**config.mk**
```make
export PLATFORM = sky130hd
export DESIGN_NAME = add_sub_flags
export DESIGN_NICKNAME = d
export VERILOG_FILES = /design/src/design/alu_flags_pkg.sv /design/src/design/add_sub_flags.sv /design/src/design/sign_carry_adder.sv
export SDC_FILE = /design/constraint.sdc
export NUM_CORES = 1
export LEC_CHECK = 0
export BUFFER_PORTS_ARGS = -buffer_cell sky130_fd_sc_hd__buf_2
export CORE_MARGIN = 5
export CORE_UTILIZATION = 50
export DETAILED_ROUTE_END_ITERATION = 12
export PLACE_DENSITY = 0.85
export SYNTH_ARGS = -nofsm -noshare
export SYNTH_HDL_FRONTEND = slang
export SYNTH_HIERARCHICAL = 1
export SYNTH_SLANG_ARGS = --single-unit
```
**constraint.sdc**
```tcl
create_clock -name sys_clk_i -period 18.45 [get_ports sys_clk_i]
set_input_delay 1.845 -clock sys_clk_i [delete_from_list [all_inputs] [get_ports sys_clk_i]]
set_output_delay 1.845 -clock sys_clk_i [all_outputs]
set_load 0.02 [all_outputs]
```
**src/design/alu_flags_pkg.sv**
```systemverilog
/*
 * Constants shared by the add/subtract datapath and its flag logic.
 * Assumes a single 125 MHz processor clock and a synchronous reset.
 */
package alu_flags_pkg;

    // =====================================================================
    // Widths
    localparam int unsigned WORD_W = 16;
    localparam int unsigned EXT_W = WORD_W + 1;

    // =====================================================================
    // Values after reset
    localparam logic [WORD_W-1:0] RESULT_RST = 16'h0000;
    localparam logic CARRY_RST = 1'b0;
    localparam logic OVERFLOW_RST = 1'b0;
    localparam logic DONE_RST = 1'b0;

    // =====================================================================
    // Operation select and latency
    localparam logic OP_ADD = 1'b0;
    localparam logic OP_SUB = 1'b1;
    localparam int unsigned OP_LATENCY = 1;

endpackage : alu_flags_pkg

```
**src/design/add_sub_flags.sv**
```systemverilog
/*
 * Add/subtract datapath with carry and overflow indicators for a 16-bit
 * processor. One operation per request; result and flags are registered.
 * Assumes the execution control drives request inputs synchronous to
 * sys_clk_i and that nothing downstream needs signed/unsigned mode.
 */
`timescale 1ns/100ps
`default_nettype none

module add_sub_flags
(
    input wire logic sys_clk_i, // Processor clock, 125 MHz
    input wire logic reset_i, // Synchronous reset, active high
    input wire logic op_start_i, // Perform an operation this cycle
    input wire logic op_sub_i, // 1 subtract, 0 add
    input wire logic [alu_flags_pkg::WORD_W-1:0] operand_a_i, // Augend/minuend
    input wire logic [alu_flags_pkg::WORD_W-1:0] operand_b_i, // Addend/subtrahend
    output logic [alu_flags_pkg::WORD_W-1:0] result_o, // Result word
    output logic carry_o, // Carry indicator
    output logic overflow_o, // Overflow indicator
    output logic done_o // One-cycle pulse, result valid
);

    localparam int unsigned W = alu_flags_pkg::WORD_W;

    // =====================================================================
    // Helper: carry indicator from the raw adder carry
    // A subtract reports borrow, which is the absent complement-add carry
    function automatic logic carry_flag(input logic sub, input logic cout);
        carry_flag = sub ? ~cout : cout;
    endfunction

    // =====================================================================
    // Adder operands
    logic [W-1:0] adder_b;
    logic adder_cin;
    logic [W-1:0] adder_sum;
    logic c_into_sign;
    logic c_out_sign;

    // Same adder for both operations; only the second input and the carry-in change
    always_comb
    begin
        adder_b = op_sub_i ? ~operand_b_i : operand_b_i;
        adder_cin = op_sub_i;
    end

    sign_carry_adder u_adder
    (
        .addend_a_i(operand_a_i),
        .addend_b_i(adder_b),
        .carry_in_i(adder_cin),
        .sum_o(adder_sum),
        .carry_sign_in_o(c_into_sign),
        .carry_sign_out_o(c_out_sign)
    );

    // =====================================================================
    // Next state of result and flags
    logic [W-1:0] next_result;
    logic next_carry;
    logic next_overflow;
    logic next_done;

    // Flags hold between operations so later instructions can test them
    always_comb
    begin
        next_result = result_o;
        next_carry = carry_o;
        next_overflow = overflow_o;
        next_done = 1'b0;
        if (op_start_i)
        begin
            next_result = adder_sum;
            next_carry = carry_flag(op_sub_i, c_out_sign);
            // No unsigned suppression: overflow is always computed
            next_overflow = c_into_sign ^ c_out_sign;
            next_done = 1'b1;
        end
    end

    // Plain registers; reset clears both indicators
    always_ff @(posedge sys_clk_i)
    begin
        if (reset_i)
        begin
            result_o <= alu_flags_pkg::RESULT_RST;
            carry_o <= alu_flags_pkg::CARRY_RST;
            overflow_o <= alu_flags_pkg::OVERFLOW_RST;
            done_o <= alu_flags_pkg::DONE_RST;
        end
        else
        begin
            result_o <= next_result;
            carry_o <= next_carry;
            overflow_o <= next_overflow;
            done_o <= next_done;
        end
    end

    // =====================================================================
    // Reference arithmetic for the checks below, computed independently
    logic [W:0] ref_usum;
    logic [W:0] ref_udiff;
    logic [W:0] ref_ssum;
    logic [W:0] ref_sdiff;
    logic ref_sfit;
    logic [alu_flags_pkg::EXT_W-1:0] ref_three;
    logic ref_cin;
    logic ref_cout;

    // Sign-extended and zero-extended 17-bit views of the true results
    always_comb
    begin
        ref_usum = {1'b0, operand_a_i} + {1'b0, operand_b_i};
        ref_udiff = {1'b0, operand_a_i} - {1'b0, operand_b_i};
        ref_ssum = {operand_a_i[W-1], operand_a_i}
                 + {operand_b_i[W-1], operand_b_i};
        ref_sdiff = {operand_a_i[W-1], operand_a_i}
                  - {operand_b_i[W-1], operand_b_i};
        ref_sfit = op_sub_i ? (ref_sdiff[W] == ref_sdiff[W-1])
                            : (ref_ssum[W] == ref_ssum[W-1]);
        // Three-way add restated in plain arithmetic, not the ripple chain
        ref_three = {1'b0, operand_a_i} + {1'b0, ~operand_b_i}
                  + 17'h00001;
        // Carry into the sign bit recovered from sum and operand sign bits,
        // so the overflow check does not lean on the adder's own nets
        ref_cin = op_sub_i
                ? (ref_three[W-1] ^ operand_a_i[W-1] ^ ~operand_b_i[W-1])
                : (ref_usum[W-1] ^ operand_a_i[W-1] ^ operand_b_i[W-1]);
        ref_cout = op_sub_i ? ref_three[W] : ref_usum[W];
    end
endmodule // add_sub_flags

`default_nettype wire

```
**src/design/sign_carry_adder.sv**
```systemverilog
/*
 * Ripple adder of two words and a carry-in that exposes both the carry
 * into the sign position and the carry out of it.
 * Assumes the caller presents the second operand already inverted for a
 * subtract; purely combinational, no clock.
 */
`timescale 1ns/100ps
`default_nettype none

module sign_carry_adder
(
    input wire logic [alu_flags_pkg::WORD_W-1:0] addend_a_i, // First input
    input wire logic [alu_flags_pkg::WORD_W-1:0] addend_b_i, // Second input
    input wire logic carry_in_i, // Low-order carry
    output logic [alu_flags_pkg::WORD_W-1:0] sum_o, // Sum word
    output logic carry_sign_in_o, // Carry into the sign bit
    output logic carry_sign_out_o // Carry out of the sign bit
);

    // =====================================================================
    // Carry chain
    logic [alu_flags_pkg::WORD_W:0] chain;

    // Explicit chain so the carry into the sign bit is a real net
    always_comb
    begin
        chain = '0;
        sum_o = '0;
        chain[0] = carry_in_i;
        for (int i = 0; i < alu_flags_pkg::WORD_W; i++)
        begin
            sum_o[i] = addend_a_i[i] ^ addend_b_i[i] ^ chain[i];
            chain[i+1] = (addend_a_i[i] & addend_b_i[i])
                       | (chain[i] & (addend_a_i[i] ^ addend_b_i[i]));
        end
        carry_sign_in_o = chain[alu_flags_pkg::WORD_W-1];
        carry_sign_out_o = chain[alu_flags_pkg::WORD_W];
    end

endmodule // sign_carry_adder

`default_nettype wire

```
## Word level (Yosys, flattened, before mapping)

Cells that the tools add are included.

| storage, ports and cells | value |
|---|---|
| bits of input ports | 36 |
| output and inout bits | 19 |
| logic and storage cells | 90 |
| register bits after elaboration | 19 |

| cells by class | value |
|---|---|
| bitwise gates (word level) | 83 |
| multiplexer cells | 3 |

Operators by type and width:

| cell | count |
|---|---|
| 1-bit XOR | 33 |
| 1-bit bitwise AND | 32 |
| 16-bit 2-to-1 mux | 1 |
| 16-bit inverter | 1 |
| 1-bit bitwise OR | 16 |
| 1-bit 2-to-1 mux | 2 |
| 1-bit inverter | 1 |

## Depth between registers and ports, before layout

Gate-level depths: netlist of the first run.

| depth | value |
|---|---|
| depth in word-level cells | 37 |
| mapped depth | 24 |
| mapped depth without buffers | 23 |

## Cells and area by module

Netlist of the first run, hierarchy kept.

Modules (own cells, without submodules):

| module | cells each | times used | area an instance (um^2) | sequential area each (um^2) |
|---|---|---|---|---|
| add_sub_flags | 80 | 1 | 847.1 | 380.4 |
| sign_carry_adder | 26 | 1 | 357.8 | 0.0 |

## Worst setup path after synthesis of the first run

Ideal clock, no wire load.

| path | value |
|---|---|
| path type | input-to-reg |
| from | in op_sub_i |
| to | reg overflow_o |
| arrival | 8.300 ns |
| cell stages on the path | 24 |
| buffers on the path | 1 |
| path slack | 10.065 ns |
| required time | 18.364 ns |
| library setup time | 0.086 ns |
| cell sequence | buf_6 xor2_1 fa_1 inv_1 fa_1 inv_1 fa_1 fa_1 fa_1 fa_1 fa_1 fa_1 fa_1 fa_1 fa_1 fa_1 fa_1 fa_1 inv_1 fa_1 inv_1 fa_1 xnor2_1 a211oi_1 |

| between the ends | value |
|---|---|
| word-level cells in the longest chain between the ends | 35 |
| elaborated cells between the ends (all ways) | 66 |
| those cells by class | mux (1); bitwise (65) |

RTL lines:

| element | line | RTL |
|---|---|---|
| start, declared | add_sub_flags.sv:15 | `input wire logic op_sub_i,` |
| 16-bit 2-to-1 mux * | add_sub_flags.sv:44 | `adder_b = op_sub_i ? ~operand_b_i : operand_b_i;` |
| named net adder_b[0] | add_sub_flags.sv:35 | `logic [W-1:0] adder_b;` |
| 1-bit XOR | sign_carry_adder.sv:34 | `\| (chain[i] & (addend_a_i[i] ^ addend_b_i[i]));` |
| 1-bit bitwise AND | sign_carry_adder.sv:34 |  |
| 1-bit bitwise OR * | sign_carry_adder.sv:34 |  |
| 1-bit bitwise AND * | sign_carry_adder.sv:34 |  |
| 1-bit bitwise OR * | sign_carry_adder.sv:34 |  |
| 1-bit bitwise AND * | sign_carry_adder.sv:34 |  |
| (+22 left out) | - |  |
| 1-bit bitwise OR * | sign_carry_adder.sv:34 |  |
| 1-bit bitwise AND * | sign_carry_adder.sv:34 |  |
| 1-bit bitwise OR * | sign_carry_adder.sv:34 |  |
| named net c_into_sign | add_sub_flags.sv:38 | `logic c_into_sign;` |
| 1-bit bitwise AND * | sign_carry_adder.sv:34 |  |
| 1-bit bitwise OR * | sign_carry_adder.sv:34 |  |
| named net c_out_sign | add_sub_flags.sv:39 | `logic c_out_sign;` |
| 1-bit XOR * | add_sub_flags.sv:77 | `next_overflow = c_into_sign ^ c_out_sign;` |
| end signal, assigned | add_sub_flags.sv:89 | `overflow_o <= alu_flags_pkg::OVERFLOW_RST;` |
| end signal, assigned | add_sub_flags.sv:96 | `overflow_o <= next_overflow;` |
| end, declared | add_sub_flags.sv:20 | `output logic overflow_o,` |

Mark *: on every way through the listed nets, which the timed path passes. The rest lies on a longest branch.
A chain may end at the register's enable or synchronous reset.

## Worst setup path after layout of the first run

| path | value |
|---|---|
| from | in op_sub_i |
| to | reg carry_o |

| between the ends | value |
|---|---|
| word-level cells in the longest chain between the ends | 36 |
| elaborated cells between the ends (all ways) | 67 |
| those cells by class | mux (2); bitwise (65) |

RTL lines:

| element | line | RTL |
|---|---|---|
| 16-bit 2-to-1 mux * | add_sub_flags.sv:44 |  |
| named net adder_b[0] | add_sub_flags.sv:35 |  |
| 1-bit XOR | sign_carry_adder.sv:34 |  |
| 1-bit bitwise AND | sign_carry_adder.sv:34 |  |
| 1-bit bitwise OR * | sign_carry_adder.sv:34 |  |
| 1-bit bitwise AND * | sign_carry_adder.sv:34 |  |
| 1-bit bitwise OR * | sign_carry_adder.sv:34 |  |
| 1-bit bitwise AND * | sign_carry_adder.sv:34 |  |
| (+23 left out) | - |  |
| 1-bit bitwise AND * | sign_carry_adder.sv:34 |  |
| 1-bit bitwise OR * | sign_carry_adder.sv:34 |  |
| named net c_into_sign | add_sub_flags.sv:38 |  |
| 1-bit bitwise AND * | sign_carry_adder.sv:34 |  |
| 1-bit bitwise OR * | sign_carry_adder.sv:34 |  |
| named net c_out_sign | add_sub_flags.sv:39 |  |
| 1-bit inverter | add_sub_flags.sv:30 | `carry_flag = sub ? ~cout : cout;` |
| 1-bit 2-to-1 mux * | add_sub_flags.sv:30 |  |
| end signal, assigned | add_sub_flags.sv:88 | `carry_o <= alu_flags_pkg::CARRY_RST;` |
| end signal, assigned | add_sub_flags.sv:95 | `carry_o <= next_carry;` |
| end, declared | add_sub_flags.sv:19 | `output logic carry_o,` |

Marked as above.

==> out/metrics.yaml, run 1 <==
grt_start_max_net_pins: 22
die-width_um: 59.1
worst-slew-pin-transition_ns: 0.560
drt-initial-drc-count: 17
antennaDiodeCount: 0
whs_endpoint: "result_o[2]$_SDFFE_PP0P_"
crit-reg2reg-capture: "overflow_o$_SDFFE_PP0P_"
coreArea_um2: 2250
finalHoldViolCount: 0
timing.critical_path.from_type: "primary input"
postLayoutSetupSlackWorst_ns: 9.69
finClkSkew_ns: 0
cts-buffers-inserted: 3
synthesis.yosys.warnings: 6
clock_power_share_pct: 18.1
setup_viol: 0
netlist-cell-type-count: 12
p_int_mw: 0.0745
post_dr_vias_cell: 4.63
clockRootBuffer: "clkbuf_4"
cellPowerDensity_nw_per_um2: 78.0
overflow: 0
place_worst_setup_slack_ns: 9.34
p_leak_nw: 0.779
synth.most_common_cell: "dfxtp_1"
maxSlewViolCount: 0
count_of_tritonroute_iterations_in_the_first_routing_pass: 4
grt_pass1_wl_um: 3940
share_of_layout_cells_above_drive_strength_1_pct: 37.3
switching_share_pct: 35.7
timing.hold.worst.start: "result_o[2]$_SDFFE_PP0P_"
place.gp.congestion: 0.720
synth_fp_nets: 158
max-clock-path-buffers: 2
tritoncts: "done"
worst_setup_path_end_kind: "register"
filler_cell_count: 204
die_h_um: 59.1
timing.hold.worst.class: "register to register"
min_period_over_period_pct: 47.5
proportion_of_netlist_area_held_by_the_largest_area_contributor_pct: 31.6
htreeDepth: 1
seqCellArea_um2: 380
rr_startpoint: "overflow_o$_SDFFE_PP0P_"
port_buffers: 54
placement_rows: 17
num_vias: 862
timing.critical_path.required_ns: 18.67
reg2regPathDepth: 2
multi_input_logic_area_um2: 732
rrSetupSlack_ns: 17.77
vdd.ir_drop.worst_mv: 0.0404
wl_per_cell_um: 13.1
synth_top_flop_cell: "dfxtp_1"
flow.area_growth_from_synthesis_pct: 23.3
sequential_share_of_the_synthesized_area_pct: 31.6
non_filler_instances: 186
timing.max_cap.violations: 0
clock_insertion_delay_worst_skew_ns: 0.29
post-cts-setup-buffers: 0
total_switching_power_mw: 0.0414
outcome: "complete, no violations"
tns_ns: 0
grt_antenna_before_repair: 0
clock_sinks: 19
hold-path-cell-count: 2
rsz0062_at_grt: "false"
post-route-min-period_ns: 8.76
share_comb_of_total_power_pct: 39.2
ys_async_sr_fraction_pct: 0
postSynthAreaPerCell_um2: 11.4
initial_core_util_pct: 53.4
fin_worst_hold_slack_ns: 0.501
yosys_register_bits: 19
critical_path.max_fanout: 18
grt.total_usage_pct: 14.6
power.share.sequential_pct: 42.7
edff_count_synth: 0
cts_repair_resize_count: 0
synth.top_cells.by_count: "dfxtp_1 (19), nor2_1 (18), fa_1 (16), mux2i_1 (16), xor2_1 (16)"
routed_wl_um: 2440
synth.cell_area_um2: 1200
hold_buffers: 0
place_inst: 182
detail_route.drc_violations: 0
worst-endpoint-arrival_ns: 8.98
synth.largest_area_cell: "dfxtp_1"
final_antenna_violating_net_count: 0
die_area_um2: 3490
setup.worst_path.class: "primary input to register"
slew_headroom_pct: 62.7
timing.fmax_mhz: 114
clock_pin_slew_worst_setup_and_hold_paths_ns: 0.11
hpwl_um: 2000
finish.net_count: 211
vias_in_the_first_global_route: 903
syn_inst: 106
io_pins: 55
synth.area.top_cells: "dfxtp_1 (32%), fa_1 (27%), mux2i_1 (13%)"
==> per-layer routing <==
layer | GRT usage, % | part of all wire, %
met1 | 16.6 | 39
met2 | 27.3 | 54
met3 | 1.74 | 6.2
met4 | 5.83 | 0.90
met5 | 0 | 0
==> critical path, cell delays in order <==
cell	delay (ns)
buf_2	0.41
xor2_1	0.17
fa_1	0.42
inv_1	0.08
fa_1	0.17
inv_1	0.05
fa_1	0.37
fa_1	0.39
fa_1	0.40
fa_1	0.41
fa_1	0.39
fa_1	0.39
fa_1	0.39
fa_1	0.39
fa_1	0.40
fa_1	0.40
fa_1	0.39
fa_1	0.37
inv_1	0.08
fa_1	0.19
inv_1	0.08
fa_1	0.41
xnor2_1	0.16
a211oi_2	0.22
==> cells by family after synthesis <==
group	Yosys count	share of synthesized area [%]
adder cells (fa/ha/maj)	16	26.6
buffers and inverters	16	7.68
AND/OR/NAND/NOR	19	6.13
multiplexers	16	13.3
AO/OA/AOI/OAI	2	1.66
XOR/XNOR	18	13.1
flip-flops	19	31.6
==> worst max-delay path by stage <==
stage | startpoint | endpoint | cells past startpoint
after CTS | op_sub_i | carry_o$_SDFFE_PP0P_ | 24
after global placement | op_sub_i | carry_o$_SDFFE_PP0P_ | 24
after detailed placement | op_sub_i | carry_o$_SDFFE_PP0P_ | 24
after floorplan | op_sub_i | overflow_o$_SDFFE_PP0P_ | 24
final | op_sub_i | carry_o$_SDFFE_PP0P_ | 24
after global routing | op_sub_i | overflow_o$_SDFFE_PP0P_ | 24
==> cells in the final DEF (no fill, tap or decap) <==
cell,count
buf_2,54
dfxtp_1,19
nor2_1,18
xor2_1,16
mux2i_1,16
fa_1,16
inv_1,10
clkbuf_4,3
xnor2_1,2
a211oi_2,1
a211oi_1,1
nor2b_1,1
clkinvlp_4,1
==> per-stage QoR <==
step	utilization, %	area, um2	total power [mW]
finish	65.9	1490	0.116
detailed placement	64.5	1460	0.0964
global placement	64.5	1460	0.0936
floorplan	-	1200	0.0812
global route	65.9	1490	0.125
CTS	65.9	1490	0.117
==> sequential cells by signal (all words and copies together) (netlist names) <==
name and flops:
overflow_o 1, carry_o 1, result_o 16, done_o 1
==> power groups by stage <==
| stage | combinational, mW | sequential [mW] | clock, mW |
|---|---|---|---|
| after floorplan | 0.0241 | 0.0571 | 0 |
| after global routing | 0.0511 | 0.0501 | 0.0234 |
| after CTS | 0.0464 | 0.0495 | 0.0214 |
| final | 0.0455 | 0.0495 | 0.0210 |
| after global placement | 0.0435 | 0.0501 | 0 |
| after detailed placement | 0.0460 | 0.0504 | 0 |
==> cell type report <==
type	count	area share, %
multi-input combinational	71	49.3
sequential	19	25.6
timing repair buffer	54	18.2
inverter	10	2.53
tap	28	2.36
clock buffer	3	1.52
clock inverter	1	0.505
(Power assumes the default switching activity.)
==> inputs of run 2 (changes only) <==
ABC_AREA = 1   (was not set)
CORE_UTILIZATION = 46   (was 50)
PLACE_DENSITY = 0.78   (was 0.85)
clock period = 8.6 ns   (was 18.45 ns; I/O delays follow)
==> out/metrics.yaml, run 2 <==
clock_sinks: 19  # unchanged
setup_viol: 0  # unchanged
overflow: 0  # unchanged
place_inst: 212  # +16%
synth.top_cells.by_count: "nand2_1 (38), dfxtp_1 (19), a21oi_1 (16), fa_1 (16), xor2_1 (16)"
path_common_cell: "fa_1"
port_buffers: 54  # unchanged
grt_antenna_before_repair: 0  # unchanged
cellPowerDensity_nw_per_um2: 160  # +100%
post-route-min-period_ns: 7.62
initial_core_util_pct: 48.8  # -4.6 points
count_of_tritonroute_iterations_in_the_first_routing_pass: 4  # unchanged
edff_count_synth: 0  # unchanged
synth_fp_nets: 187  # +18%
timing.critical_path.required_ns: 8.84  # -9.83 ns
maxSlewViolCount: 0  # unchanged
synth.cell_area_um2: 1220  # +1.2%
die_h_um: 61.5  # +4.1%
post-cts-setup-buffers: 0  # unchanged
io_pins: 55  # unchanged
synth.most_common_cell: "nand2_1"
setup.worst_path.class: "primary input to register"
vdd.ir_drop.worst_mv: 0.0882  # +120%
timing.critical_path.from_type: "primary input"
non_filler_instances: 216  # +16%
post_dr_vias_cell: 4.49  # -3.1%
largest_register_ff_count: 16  # unchanged
synth.area.top_cells: "dfxtp_1 (31%), fa_1 (26%), nand2_1 (12%)"
outcome: "complete, no violations"
min_period_over_period_pct: 88.7
num_vias: 970  # +13%
place.gp.congestion: 0.784  # +8.8%
grt.total_usage_pct: 15.4  # +0.81 points
clock_pin_slew_worst_setup_and_hold_paths_ns: 0.10  # about the same
detail_route.drc_violations: 0  # unchanged
worst-endpoint-arrival_ns: 7.86  # -1.12 ns
critical_path.max_fanout: 19  # +1
vias_in_the_first_global_route: 1027  # +14%
crit_slowest_cell: "fa_1"
buffers_and_inverters_on_the_worst_path: 7  # +2
sequential_share_of_the_synthesized_area_pct: 31.2  # -0.39 points
hpwl_um: 2220  # +11%
die_area_um2: 3780  # +8.3%
rsz0062_at_grt: "false"
yosys_register_bits: 19  # unchanged
grt_pass1_wl_um: 4360  # +11%
routed_wl_um: 2590  # +6.3%
timing.max_cap.violations: 0  # unchanged
clockRootBuffer: "clkbuf_4"
worst_setup_path_end_kind: "register"
largest_register: "result_o"
syn_inst: 135  # +27%
tritoncts: "done"
cp_top_family: "adder cells"
timing.hold.worst.class: "register to register"
wl_per_cell_um: 12.0  # -8.5%
synth.largest_area_cell: "dfxtp_1"
antennaDiodeCount: 0  # unchanged
proportion_of_netlist_area_held_by_the_largest_area_contributor_pct: 31.2  # -0.39 points
cts-buffers-inserted: 3  # unchanged
htreeDepth: 1  # unchanged
worst-slew-pin-transition_ns: 0.462  # -0.0979 ns
share_of_layout_cells_above_drive_strength_1_pct: 31.2  # -6.2 points
clock_insertion_delay_worst_skew_ns: 0.28  # about the same
slew_headroom_pct: 69.2  # +6.5 points
tns_ns: 0  # unchanged
coreArea_um2: 2500  # +11%
finish.net_count: 239  # +13%
final_antenna_violating_net_count: 0  # unchanged
flow.area_growth_from_synthesis_pct: 21.8
synth_top_flop_cell: "dfxtp_1"
mostFrequentLayoutCells: "buf_2 (54), nand2_1 (38), dfxtp_1 (19)"
finClkSkew_ns: 0  # unchanged
ys_async_sr_fraction_pct: 0  # unchanged
grt_start_max_net_pins: 22  # unchanged
placement_rows: 18  # +1
synthesis.yosys.warnings: 6  # unchanged
timing.fmax_mhz: 131
p_leak_nw: 0.777  # -0.23%
hold_buffers: 0  # unchanged
cts_repair_resize_count: 0  # unchanged
max-clock-path-buffers: 2  # unchanged
slowest_delay_ns: 0.43  # about the same
finalHoldViolCount: 0  # unchanged
mostFrequentLayoutCell: "buf_2"
drt-initial-drc-count: 9  # -8
netlist-cell-type-count: 13  # +1
die-width_um: 61.5  # +4.1%
postSynthAreaPerCell_um2: 9.04  # -21%
[run 2: cell count changes in the layout (fill, tap and decap cells not counted), sizes merged, moves of 6 or more]
cell | before | now
nand2 | 0 | 38
a21oi | 0 | 16
nor2 | 18 | 5
inv | 10 | 16
mux2i | 16 | 0
[run 2: worst register-to-register path: cells and delay by family, from the launching register on]
family / cells / cell delay, ns
AND/OR/NAND/NOR: 3 / 0.20
flip-flops: 1 / 0.32
buffers and inverters: 1 / 0.04
[run 2: stage by stage]
| stage | hold WS [ns] | cell area [um2] | power (mW) | setup slack (ns) | util [%] |
|---|---|---|---|---|---|
| after floorplan | 0.536 | 1220 | 0.168 | 1.31 | - |
| after global placement | 0.448 | 1460 | 0.194 | 0.847 | 58.4 |
| after detailed placement | 0.451 | 1460 | 0.199 | 0.715 | 58.4 |
| after CTS | 0.467 | 1490 | 0.241 | 1.01 | 59.5 |
| after global routing | 0.493 | 1490 | 0.260 | 0.658 | 59.5 |
| final | 0.465 | 1490 | 0.238 | 0.976 | 59.5 |
[run 2: final timing paths]
kind                            slack, ns                       end  cells past startpoint                     start
worst min register to register       0.46  result_o[9]$_SDFFE_PP0P_                      2  result_o[9]$_SDFFE_PP0P_
worst max-delay path                 0.98   overflow_o$_SDFFE_PP0P_                     27                  op_sub_i
worst min-delay path                 0.46  result_o[9]$_SDFFE_PP0P_                      2  result_o[9]$_SDFFE_PP0P_
worst max register to register       7.95   overflow_o$_SDFFE_PP0P_                      4   overflow_o$_SDFFE_PP0P_
[run 2: metal layers]
| metal | share of wire (%) | wire length, um | vias up | track usage, % |
|---|---|---|---|---|
| met5 | 0 | 0 | - | 0 |
| met4 | 1.2 | 30 | 0 | 7.27 |
| met3 | 6.1 | 157 | 2 | 1.26 |
| met2 | 53 | 1380 | 27 | 27.8 |
| met1 | 39 | 1020 | 436 | 18.3 |
| li1 | - | - | 505 | - |
[run 2: cell families after synthesis]
| group | Yosys count | share of synthesized area, % |
|---|---|---|
| buffers and inverters | 23 | 10.5 |
| adders and majority gates | 16 | 26.3 |
| DFF | 19 | 31.2 |
| xor gates and xnor gates | 16 | 11.5 |
| AOI/OAI and AO/OA | 16 | 6.56 |
| and+or+nand+nor | 45 | 14.1 |
[run 2: report_power, final]
| part | switching [mW] | total (mW) | internal [mW] |
|---|---|---|---|
| logic | 0.0543 | 0.0918 | 0.0375 |
| clock network | 0.0242 | 0.0422 | 0.0180 |
| registers | 0.00513 | 0.104 | 0.0986 |
[run 2: final cells by class]
type | instances | area, um2
flip-flops and latches | 19 | 380
well taps | 30 | 37.5
fillers | 228 | 1010
clock buffers | 4 | 26.3
repair buffers | 54 | 270
inverters | 16 | 60.1
multi-input cells | 93 | 712
